File: src/hw/pack_protect_pkg.sv
package pack_protect_pkg;

	// ****************************************
	// clock and time
	// ****************************************
	localparam int CLK_PERIOD_NS = 5;
	localparam int NS_PER_MS = 1000000;
	localparam int CYC_PER_MS_DEF = NS_PER_MS / CLK_PERIOD_NS;
	localparam logic [15:0] OC_BLANK_MS = 16'd50;
	localparam logic [15:0] PWR_DELAY_MS = 16'd400;
	localparam logic [15:0] CHG_OFF_MS = 16'd60000;

	// ****************************************
	// register map
	// ****************************************
	localparam logic [7:0] ADDR_STATUS = 8'h00;
	localparam logic [7:0] ADDR_DIS_LIMIT = 8'h04;
	localparam logic [7:0] ADDR_CHG_LIMIT = 8'h08;
	localparam logic [7:0] ADDR_BLANK = 8'h0c;
	localparam logic [7:0] ADDR_CURRENT = 8'h10;
	localparam logic [15:0] DIS_LIMIT_RST = 16'd21250;
	localparam logic [15:0] CHG_LIMIT_RST = 16'd10000;
	localparam logic [1:0] RESP_OKAY = 2'b00;
	localparam logic [1:0] RESP_SLVERR = 2'b10;

	// ****************************************
	// types
	// ****************************************
	typedef enum logic [2:0] {
		ST_IDLE = 3'b000,
		ST_DISCH = 3'b001,
		ST_CHG = 3'b010,
		ST_BLANK = 3'b011,
		ST_RECHK = 3'b100,
		ST_SHUT = 3'b101
	} sup_state_t;

	typedef struct packed {
		logic [21:0] zero;
		logic oc_pending;
		logic driver_power_en;
		logic power_off_n;
		logic discharge_switch;
		logic charge_switch;
		logic fault;
		logic dir_charge;
		sup_state_t state;
	} status_t;

endpackage

File: src/hw/pack_protect_supervisor.sv
`timescale 1ns/10ps
// Notes on behaviour
// - falling load sense edge enters the discharge routine.
// - rising charger sense edge enters the charging routine.
// - on alert, clear pending flag, blank 50 ms, then request a fresh reading.
// - fresh reading above the discharge limit after blanking records fault, drops both switches, pulls power-off low.
// - discharge-state readings are checked against the discharge limit unless an alert is pending or a sense edge arrives; violation faults and shuts down.
// - discharge alert and limit checks act only while direction is discharge.
// - while charging, reading below minus charge limit faults and shuts down.
// - limits reset to 21.25 A and 10 A and stay software adjustable.
// - driver power is removed about 400 ms after alert or power-off goes low.
// - entering charging turns both pack switches on.
// - about 60 s after charger removal both switches turn off.
module pack_protect_supervisor
	import pack_protect_pkg::*;
#(
	parameter int unsigned CYC_PER_MS = CYC_PER_MS_DEF
) (
	// clock and reset
	input wire logic sys_clk,
	input wire logic nrst,
	// board detect and monitor pins
	input wire logic load_sense_n,
	input wire logic charger_sense,
	input wire logic overcurrent_irq_n,
	input wire logic hw_overcurrent_alert_n,
	// current readings, signed milliamps, positive is discharge
	input wire logic signed [15:0] current_reading,
	input wire logic current_valid,
	output logic read_request,
	// switch and driver controls
	output logic charge_switch,
	output logic discharge_switch,
	output logic fet_driver_power_off_n,
	output logic driver_power_en,
	// axi4-lite slave
	input wire logic [7:0] s_axi_awaddr,
	input wire logic s_axi_awvalid,
	output logic s_axi_awready,
	input wire logic [31:0] s_axi_wdata,
	input wire logic [3:0] s_axi_wstrb,
	input wire logic s_axi_wvalid,
	output logic s_axi_wready,
	output logic [1:0] s_axi_bresp,
	output logic s_axi_bvalid,
	input wire logic s_axi_bready,
	input wire logic [7:0] s_axi_araddr,
	input wire logic s_axi_arvalid,
	output logic s_axi_arready,
	output logic [31:0] s_axi_rdata,
	output logic [1:0] s_axi_rresp,
	output logic s_axi_rvalid,
	input wire logic s_axi_rready
);

	// ****************************************
	// pin synchronisers
	// ****************************************
	// order: load, charger, irq, hw alert; stage a feeds only stage b
	logic [3:0] sync_a_r, sync_b_r, sync_c_r;
	always_ff @(posedge sys_clk or negedge nrst) begin
		if (!nrst) begin
			sync_a_r <= 4'hd;
			sync_b_r <= 4'hd;
			sync_c_r <= 4'hd;
		end else begin
			sync_a_r <= {hw_overcurrent_alert_n, overcurrent_irq_n, charger_sense, load_sense_n};
			sync_b_r <= sync_a_r;
			sync_c_r <= sync_b_r;
		end
	end

	logic load_edge, chg_edge, irq_edge, chg_level, alert_level_n;
	assign load_edge = sync_c_r[0] && !sync_b_r[0];
	assign chg_edge = !sync_c_r[1] && sync_b_r[1];
	assign irq_edge = sync_c_r[2] && !sync_b_r[2];
	assign chg_level = sync_b_r[1];
	assign alert_level_n = sync_b_r[3];

	// ****************************************
	// supervisor state
	// ****************************************
	sup_state_t state_r, state_nxt;
	logic dir_r, dir_nxt, fault_r, fault_nxt, pend_r, pend_nxt;
	logic cs_r, cs_nxt, ds_r, ds_nxt, poff_n_r, poff_n_nxt, pwr_r, pwr_nxt, req_r, req_nxt;
	logic [31:0] pre_r, pre_nxt;
	logic [15:0] blank_cnt_r, blank_cnt_nxt, pwr_cnt_r, pwr_cnt_nxt, off_cnt_r, off_cnt_nxt;
	logic signed [15:0] cur_r, cur_nxt;
	logic [15:0] dis_lim_r, dis_lim_nxt, chg_lim_r, chg_lim_nxt, blank_ms_r, blank_ms_nxt;
	logic ms_tick, dis_over, chg_over;

	assign ms_tick = (pre_r == 32'(CYC_PER_MS - 1));
	assign dis_over = 17'(signed'(current_reading)) > signed'({1'b0, dis_lim_r});
	assign chg_over = 17'(signed'(current_reading)) < -signed'({1'b0, chg_lim_r});

	// ****************************************
	// bus state
	// ****************************************
	logic aw_got_r, aw_got_nxt, w_got_r, w_got_nxt, bvalid_r, bvalid_nxt, rvalid_r, rvalid_nxt;
	logic [7:0] waddr_r, waddr_nxt;
	logic [31:0] wdata_r, wdata_nxt, rdata_r, rdata_nxt;
	logic [3:0] wstrb_r, wstrb_nxt;
	logic [1:0] bresp_r, bresp_nxt, rresp_r, rresp_nxt;
	logic do_write;
	status_t stat;

	function automatic logic [15:0] merge16(input logic [15:0] old, input logic [31:0] d, input logic [3:0] be);
		logic [15:0] m;
		m = old;
		if (be[0]) m[7:0] = d[7:0];
		if (be[1]) m[15:8] = d[15:8];
		return m;
	endfunction

	always_comb begin
		stat = '0;
		stat.oc_pending = pend_r;
		stat.driver_power_en = pwr_r;
		stat.power_off_n = poff_n_r;
		stat.discharge_switch = ds_r;
		stat.charge_switch = cs_r;
		stat.fault = fault_r;
		stat.dir_charge = dir_r;
		stat.state = state_r;
	end

	assign do_write = aw_got_r && w_got_r && !bvalid_r;

	always_comb begin
		aw_got_nxt = aw_got_r;
		w_got_nxt = w_got_r;
		waddr_nxt = waddr_r;
		wdata_nxt = wdata_r;
		wstrb_nxt = wstrb_r;
		bvalid_nxt = bvalid_r;
		bresp_nxt = bresp_r;
		rvalid_nxt = rvalid_r;
		rdata_nxt = rdata_r;
		rresp_nxt = rresp_r;
		dis_lim_nxt = dis_lim_r;
		chg_lim_nxt = chg_lim_r;
		blank_ms_nxt = blank_ms_r;
		if (s_axi_awvalid && s_axi_awready) begin
			aw_got_nxt = 1'b1;
			waddr_nxt = s_axi_awaddr;
		end
		if (s_axi_wvalid && s_axi_wready) begin
			w_got_nxt = 1'b1;
			wdata_nxt = s_axi_wdata;
			wstrb_nxt = s_axi_wstrb;
		end
		if (do_write) begin
			aw_got_nxt = 1'b0;
			w_got_nxt = 1'b0;
			bvalid_nxt = 1'b1;
			bresp_nxt = RESP_OKAY;
			unique case (waddr_r)
				ADDR_DIS_LIMIT: dis_lim_nxt = merge16(dis_lim_r, wdata_r, wstrb_r);
				ADDR_CHG_LIMIT: chg_lim_nxt = merge16(chg_lim_r, wdata_r, wstrb_r);
				ADDR_BLANK: blank_ms_nxt = merge16(blank_ms_r, wdata_r, wstrb_r);
				ADDR_STATUS, ADDR_CURRENT: ;
				default: bresp_nxt = RESP_SLVERR;
			endcase
		end else if (bvalid_r && s_axi_bready) begin
			bvalid_nxt = 1'b0;
		end
		if (s_axi_arvalid && s_axi_arready) begin
			rvalid_nxt = 1'b1;
			rresp_nxt = RESP_OKAY;
			unique case (s_axi_araddr)
				ADDR_STATUS: rdata_nxt = stat;
				ADDR_DIS_LIMIT: rdata_nxt = {16'h0000, dis_lim_r};
				ADDR_CHG_LIMIT: rdata_nxt = {16'h0000, chg_lim_r};
				ADDR_BLANK: rdata_nxt = {16'h0000, blank_ms_r};
				ADDR_CURRENT: rdata_nxt = {{16{cur_r[15]}}, cur_r};
				default: begin
					rdata_nxt = 32'h0000_0000;
					rresp_nxt = RESP_SLVERR;
				end
			endcase
		end else if (rvalid_r && s_axi_rready) begin
			rvalid_nxt = 1'b0;
		end
	end

	// ****************************************
	// supervisor next state
	// ****************************************
	always_comb begin
		state_nxt = state_r;
		dir_nxt = dir_r;
		fault_nxt = fault_r;
		cs_nxt = cs_r;
		ds_nxt = ds_r;
		poff_n_nxt = poff_n_r;
		req_nxt = 1'b0;
		cur_nxt = current_valid ? current_reading : cur_r;
		pre_nxt = ms_tick ? 32'h0000_0000 : pre_r + 32'h0000_0001;
		blank_cnt_nxt = blank_cnt_r;
		off_cnt_nxt = off_cnt_r;
		pend_nxt = pend_r;
		// a fresh alert in the clearing cycle still lands, except in ST_SHUT where pending is always cleared
		if (irq_edge) pend_nxt = 1'b1;
		// driver power decays after a low alert or power-off
		pwr_cnt_nxt = pwr_cnt_r;
		pwr_nxt = pwr_r;
		if (!alert_level_n || !poff_n_r) begin
			if (pwr_cnt_r >= PWR_DELAY_MS) pwr_nxt = 1'b0;
			else if (ms_tick) pwr_cnt_nxt = pwr_cnt_r + 16'h0001;
		end else begin
			pwr_cnt_nxt = 16'h0000;
			pwr_nxt = 1'b1;
		end
		unique case (state_r)
			ST_IDLE, ST_DISCH, ST_CHG: begin
				if (chg_edge) begin
					state_nxt = ST_CHG;
					dir_nxt = 1'b1;
					cs_nxt = 1'b1;
					ds_nxt = 1'b1;
					off_cnt_nxt = 16'h0000;
				end else if (load_edge) begin
					state_nxt = ST_DISCH;
					dir_nxt = 1'b0;
					cs_nxt = 1'b1;
					ds_nxt = 1'b1;
				end else if (state_r == ST_DISCH) begin
					if (pend_r && !dir_r) begin
						state_nxt = ST_BLANK;
						pend_nxt = irq_edge;
						blank_cnt_nxt = 16'h0000;
					end else if (current_valid && !dir_r && dis_over) begin
						fault_nxt = 1'b1;
						state_nxt = ST_SHUT;
					end
				end else if (state_r == ST_CHG) begin
					pend_nxt = irq_edge;
					if (current_valid && dir_r && chg_over) begin
						fault_nxt = 1'b1;
						state_nxt = ST_SHUT;
					end else if (chg_level) begin
						off_cnt_nxt = 16'h0000;
					end else if (off_cnt_r >= CHG_OFF_MS) begin
						state_nxt = ST_IDLE;
						cs_nxt = 1'b0;
						ds_nxt = 1'b0;
					end else if (ms_tick) begin
						off_cnt_nxt = off_cnt_r + 16'h0001;
					end
				end
			end
			ST_BLANK: begin
				if (blank_cnt_r >= blank_ms_r) begin
					state_nxt = ST_RECHK;
					req_nxt = 1'b1;
				end else if (ms_tick) begin
					blank_cnt_nxt = blank_cnt_r + 16'h0001;
				end
			end
			ST_RECHK: begin
				if (current_valid) begin
					if (!dir_r && dis_over) begin
						fault_nxt = 1'b1;
						state_nxt = ST_SHUT;
					end else begin
						state_nxt = ST_DISCH;
					end
				end
			end
			ST_SHUT: begin
				pend_nxt = 1'b0;
			end
			default: state_nxt = ST_SHUT;
		endcase
		if (state_nxt == ST_SHUT) begin
			cs_nxt = 1'b0;
			ds_nxt = 1'b0;
			poff_n_nxt = 1'b0;
		end
	end

	always_ff @(posedge sys_clk or negedge nrst) begin
		if (!nrst) begin
			state_r <= ST_IDLE;
			dir_r <= 1'b0;
			fault_r <= 1'b0;
			pend_r <= 1'b0;
			cs_r <= 1'b0;
			ds_r <= 1'b0;
			poff_n_r <= 1'b1;
			pwr_r <= 1'b1;
			req_r <= 1'b0;
			pre_r <= 32'h0000_0000;
			blank_cnt_r <= 16'h0000;
			pwr_cnt_r <= 16'h0000;
			off_cnt_r <= 16'h0000;
			cur_r <= 16'sh0000;
			dis_lim_r <= DIS_LIMIT_RST;
			chg_lim_r <= CHG_LIMIT_RST;
			blank_ms_r <= OC_BLANK_MS;
			aw_got_r <= 1'b0;
			w_got_r <= 1'b0;
			waddr_r <= 8'h00;
			wdata_r <= 32'h0000_0000;
			wstrb_r <= 4'h0;
			bvalid_r <= 1'b0;
			bresp_r <= RESP_OKAY;
			rvalid_r <= 1'b0;
			rdata_r <= 32'h0000_0000;
			rresp_r <= RESP_OKAY;
		end else begin
			state_r <= state_nxt;
			dir_r <= dir_nxt;
			fault_r <= fault_nxt;
			pend_r <= pend_nxt;
			cs_r <= cs_nxt;
			ds_r <= ds_nxt;
			poff_n_r <= poff_n_nxt;
			pwr_r <= pwr_nxt;
			req_r <= req_nxt;
			pre_r <= pre_nxt;
			blank_cnt_r <= blank_cnt_nxt;
			pwr_cnt_r <= pwr_cnt_nxt;
			off_cnt_r <= off_cnt_nxt;
			cur_r <= cur_nxt;
			dis_lim_r <= dis_lim_nxt;
			chg_lim_r <= chg_lim_nxt;
			blank_ms_r <= blank_ms_nxt;
			aw_got_r <= aw_got_nxt;
			w_got_r <= w_got_nxt;
			waddr_r <= waddr_nxt;
			wdata_r <= wdata_nxt;
			wstrb_r <= wstrb_nxt;
			bvalid_r <= bvalid_nxt;
			bresp_r <= bresp_nxt;
			rvalid_r <= rvalid_nxt;
			rdata_r <= rdata_nxt;
			rresp_r <= rresp_nxt;
		end
	end

	// ****************************************
	// outputs
	// ****************************************
	assign read_request = req_r;
	assign charge_switch = cs_r;
	assign discharge_switch = ds_r;
	assign fet_driver_power_off_n = poff_n_r;
	assign driver_power_en = pwr_r;
	assign s_axi_awready = !aw_got_r && !bvalid_r;
	assign s_axi_wready = !w_got_r && !bvalid_r;
	assign s_axi_bvalid = bvalid_r;
	assign s_axi_bresp = bresp_r;
	assign s_axi_arready = !rvalid_r;
	assign s_axi_rvalid = rvalid_r;
	assign s_axi_rdata = rdata_r;
	assign s_axi_rresp = rresp_r;

endmodule

File: config.mk
export PLATFORM = sky130hd
export DESIGN_NAME = pack_protect_supervisor
export DESIGN_NICKNAME = d
export VERILOG_FILES = /design/src/hw/pack_protect_pkg.sv /design/src/hw/pack_protect_supervisor.sv
export SDC_FILE = /design/constraint.sdc
export NUM_CORES = 1
export LEC_CHECK = 0
export ABC_AREA = 1
export BUFFER_PORTS_ARGS = -buffer_cell sky130_fd_sc_hd__buf_2
export CAP_MARGIN = 20
export CELL_PAD_IN_SITES_DETAIL_PLACEMENT = 0
export CELL_PAD_IN_SITES_GLOBAL_PLACEMENT = 1
export CORE_MARGIN = 2
export CORE_UTILIZATION = 45
export CTS_BUF_LIST = sky130_fd_sc_hd__clkbuf_4
export CTS_CLUSTER_DIAMETER = 100
export DETAILED_ROUTE_END_ITERATION = 16
export PLACE_DENSITY_LB_ADDON = 0.25
export SYNTH_ARGS = -nofsm -noshare
export SYNTH_HDL_FRONTEND = slang
export SYNTH_SLANG_ARGS = --single-unit
File: constraint.sdc
create_clock -name sys_clk -period 8.2 [get_ports sys_clk]
set_input_delay 0.41 -clock sys_clk [delete_from_list [all_inputs] [get_ports sys_clk]]
set_output_delay 0.41 -clock sys_clk [all_outputs]
set_load 0.03 [all_outputs]
### Word-level counts from Yosys, hierarchy flattened

Cells that the tools add are included.

* input port bits: 80
* output and inout port bits: 46
* word-level logic and storage cells: 213
* bits in registers: 231

* add/sub/neg operators: 5
* reductions and logical operators: 59
* eq/ne operators: 37
* muxes and demuxes: 75
* $lt $le $gt $ge: 5

Operators with widths (number)
* $mux 16: 17
* $pmux 32 s5: 1
* $add 16x1->16 const B: 3
* $mux 1: 38
* $mux 3: 12
* $add 32x1->32 const B: 1
* $eq 32x18->1 const B: 1
* $eq 8x4->1 const B: 4
* $mux 32: 1
* $pmux 16 s2: 1
* $ne 2x2->1 const B: 12
* $logic_and 1x1->1: 18
* $reduce_and 3->1: 6
* $reduce_bool 2->1: 9
* $gt 16x17->1: 1
* $lt 16x17->1: 1
* $neg 16->17: 1
* $eq 8x3->1 const B: 2
* $eq 8x5->1 const B: 2
* $ge 16x16->1: 1
* $ge 16x16->1 const B: 1
* $ge 16x9->1 const B: 1
* $logic_not 8->1: 2
* $ne 3x3->1 const B: 5
* 20 further kinds: 40

### Depth between registers and ports, before layout

* depth in word-level cells: 12
* mapped depth: 27

### Least setup slack after synthesis

Ideal clock, no wire load.

* path type: register to register
* from: register chg_lim_r[0]
* to: register off_cnt_r[11]
* required time: 8079 ps
* data arrival time: 3098 ps
* stages on the path, launching flop included: 26
* buffers on the path: 1
* setup slack: 4981 ps
* library setup time: 121 ps
* cell sequence: dfrtp_1 -> inv_1 -> ha_1 -> nand2_1 -> nor3_1 -> nand2_1 -> nor2_1 -> nand3_1 -> nor2_1 -> nand3_1 -> nor2_1 -> nand2_1 -> nor2_1 -> ha_1 -> a21o_1 -> nor2_1 -> nand2_1 -> nor2_1 -> nand3_1 -> nand3_1 -> nand2_1 -> o21ai_1 -> nand2_1 -> buf_2 -> nand2_1 -> o21ai_1

* word-level cells in the longest chain between the ends: 5

Ends and longest elaborated chain
* from (decl): line pack_protect_supervisor.sv:89 `logic [15:0] dis_lim_r, dis_lim_nxt, chg_lim_r, chg_lim_nxt, blank_ms_r, blank_ms_nxt;`
* from (signal assigned): line pack_protect_supervisor.sv:327 `chg_lim_r <= chg_lim_nxt;`
* $neg 16->17: line pack_protect_supervisor.sv:94 `assign chg_over = 17'(signed'(current_reading)) < -signed'({1'b0, chg_lim_r});`
* $lt 16x17->1: line pack_protect_supervisor.sv:94
* $logic_and 1x1->1: line pack_protect_supervisor.sv:238 `if (current_valid && dir_r && chg_over) begin`
* $ne 2x2->1 (no source line)
* $reduce_and 7->1 (no source line)
* to (signal assigned): line pack_protect_supervisor.sv:324 `off_cnt_r <= off_cnt_nxt;`
* to (decl): line pack_protect_supervisor.sv:87 `logic [15:0] blank_cnt_r, blank_cnt_nxt, pwr_cnt_r, pwr_cnt_nxt, off_cnt_r, off_cnt_nxt;`

No other way between the ends.
A chain may end at the register's enable or synchronous reset.

### Worst setup path in the final report

Same ends and word-level chain as after synthesis.

==> flow_summary_export.csv <==
group,metric,value,unit
status,outcome,"completed",
clocking,clkLatencyLatePin,0.70,ns
yosys,ys_async_sr_fraction,100,%
power,fin_total_pwr,3.58,mW
global_routing,antenna_found_initial,2,
placement,dp.final_hpwl,21.0,mm
yosys,synth.cell_area,11700,µm²
yosys,syn_inst,1430,
drt,drc,0,
setup_path,worstSetupStartpointType,"flop",
clocking,cts_made_buffers,60,
setup_path,cp_data_arrival_time,4.84,ns
drt,drt-initial-drc-count,621,
drt,ant_nets,0,
floorplanning,die_h,165,µm
layout,num-fill-cells,2534,
clocking,post_cts_resized,0,
floorplanning,coreArea,25800,µm²
floorplanning,fp-row-count,59,
drt,wirelength,29.2,mm
clocking,cts_sinks,214,
setup_path,path_class,"reg2reg",
setup_path,worstPathMaxFanout,32,
layout,nets,1740,
yosys,syn_area_per_cell,8.20,µm²
timing,finalSetupTns,0,ns
worst_hold_path,hp-class,"in2reg",
clocking,clockBufferDepth,3,
setup_path,end_kind,"flop",
setup_path,cp.required,8.72,ns
placement,place_ws,3.84,ns
timing,hold_violations,0,
floorplanning,die-area,27400,µm²
global_routing,grt_max_degree,82,
clocking,htreeDepth,2,
timing,fin_skew,0.0352,ns
global_routing,grt_util_all_layers,22.3,%
layout,final_cell_mix,"290 x nand2_1, 219 x inv_1, 191 x dfrtp_1, 121 x nor2_1, 114 x o21ai_0",
layout,layout-drive-gt1-share,17.3,%
flow_run,drv_cap,0,
timing,post-route-min-period,4.32,ns
yosys,yosysUniqueCellTypes,52,
timing,setup_slack,3.88,ns
drt,avgViaCountPerCell,4.98,
floorplanning,die_x,165,µm
power,vdd_drop_max,0.194,mV
timing,rsz0062_at_grt,"no",
timing,slew_violations,0,
placement,routabilityCongestion,0.868,
floorplanning,initial_utilization,45.4,%
drt,vias,9911,
timing,worst_pin_slew,0.981,ns
global_routing,grt_pass1_wl,48.4,mm
yosys,ys.warnings.count,0,
layout,area_growth,17.4,%
yosys,ys_seq_area_share,45.9,%
timing,maxSlewHeadroom,34.4,%
placement,portBuffers,105,
clocking,clockRootBuffer,"clkbuf_4",
placement,dpl_cell_area,12500,µm²
layout,multi_input_area,5240,µm²
layout,finalInstanceArea,13800,µm²
timing,min_period_over_period,52.7,%
yosys,synth_ff_type,"dfrtp_1",
timing,fmax,0.231,GHz
drt,dr.pass1.iters,7,
drt,wl_per_cell,14.7,µm
yosys,ys_ff_latch,214,
global_routing,overflow,0,
layout,final_common_cell,"nand2_1",
global_routing,grt_pass1_vias,9823,
floorplanning,io_pins,126,
layout,regArea,5380,µm²
yosys,synth_edf_count,0,
clocking,cts.clk_slew.worst_paths,0.07,ns
clocking,cts_tree,"yes",
power,leakagePower,6.72,nW
timing,setup_viol,0,
power,power_density,260,nW/µm²
[per-stage QoR]
stage                     utilization [%]  hold slack, ns  cells
final                                53.3          0.0834   1992
after global routing                 53.3          0.0995   1992
after floorplan                         -           0.114   1431
after CTS                            53.2          0.0312   1989
after global placement               48.2           0.333   1828
after detailed placement             48.2           0.338   1828
[layout make-up]
class / count / area share, %
timing repair buffer: 158 / 7.79
inverter: 226 / 6.16
clock inverter: 21 / 0.818
sequential: 214 / 39.1
tap: 335 / 3.04
antenna: 2 / 0.0363
multi-input combinational: 944 / 38.0
clock buffer: 92 / 5.01
[where the power goes]
part	total [mW]	leakage [nW]	internal [mW]	switching [mW]
combinational	1.19	3.54	0.450	0.740
clock	1.01	0.477	0.543	0.463
sequential	1.39	2.70	1.25	0.135
total	3.58	6.72	2.24	1.34
[registers in the layout, summed over array words and instances (netlist names), 2 cells and up]
name / cells
pwr_cnt_r: 16
waddr_r: 8
blank_ms_r: 16
sync_a_r: 4
wstrb_r: 2
sync_b_r: 4
chg_lim_r: 16
state_r: 3
s_axi_rdata: 17
off_cnt_r: 16
blank_cnt_r: 16
wdata_r: 16
sync_c_r: 3
pre_r: 32
cur_r: 16
dis_lim_r: 16
[metal layers]
metal  up-vias  routed length, µm  global-route usage, %
met5         -                 18                      0
met4         2                610                   6.19
met3        57               1580                   4.17
met2       232              13200                   35.7
met1      4590              13800                   31.1
li1       5030                  -                      -
[what timing repair did]
item / CTS / global route
hold endpoints to repair: 106 / 0
hold buffers: 48 / 0
setup endpoints to repair: 0 / 0
buffers inserted: 0 / 0
[synth_stat cells, drive strengths merged (7+ instances only)]
library cell	number	area [µm²]
a21oi	67	339
a221oi	11	96.3
a31oi	7	43.8
buf	25	176
clkbuf	22	82.6
dfrtp	191	4780
dfstp	23	604
ha	56	701
inv	223	837
nand2	293	1110
nand3	62	335
nand4	20	131
nor2	131	542
nor3	44	282
nor4	11	111
o21ai	134	682
o22ai	13	81.3
o31ai	9	67.6
or2	10	62.6
xor2	45	394
[kinds of logic after synthesis]
logic type                 Yosys count  share of synthesized area [%]
DFF                                214                           45.9
other                                1                         0.0320
buffers and inverters              273                           9.44
and+or+nand+nor                    578                           22.4
xor gates and xnor gates            48                           3.58
adders and majority gates           56                           5.97
AOI/OAI and AO/OA                  254                           12.1
muxes                                6                          0.576
[path summary, 6_finish.rpt]
kind | start | end | slack (ns) | cells past startpoint
max reg2reg | chg_lim_r[0] | off_cnt_r[11] | 3.88 | 24
min in group asynchronous | nrst | off_cnt_r[3] | 0.25 | 2
max in group asynchronous | nrst | cur_r[8] | 6.62 | 3
min | current_reading[15] | cur_r[15] | 0.08 | 3
max | chg_lim_r[0] | off_cnt_r[11] | 3.88 | 24
min reg2reg | sync_a_r[1] | sync_b_r[1] | 0.35 | 0
[worst max-delay path, cell delays in order (launching register included)]
cell and delay [ns]:
dfrtp_1 0.44, inv_1 0.08, ha_1 0.17, nand2_1 0.09, nor3_1 0.26, nand2_1 0.13
nor2_1 0.17, nand3_1 0.12, nor2_1 0.13, nand3_1 0.13, nor2_1 0.11, nand2_1 0.07
nor2_1 0.10, ha_1 0.28, a21o_1 0.19, nor2_1 0.10, nand2_1 0.07, nor2_1 0.12
nand3_1 0.15, nand3_1 0.16, nand2_1 0.10, o21ai_1 0.12, nand2_1 0.57, nand2_1 0.22
o21ai_1 0.09
No activity file was read; power rests on OpenSTA's default activity.
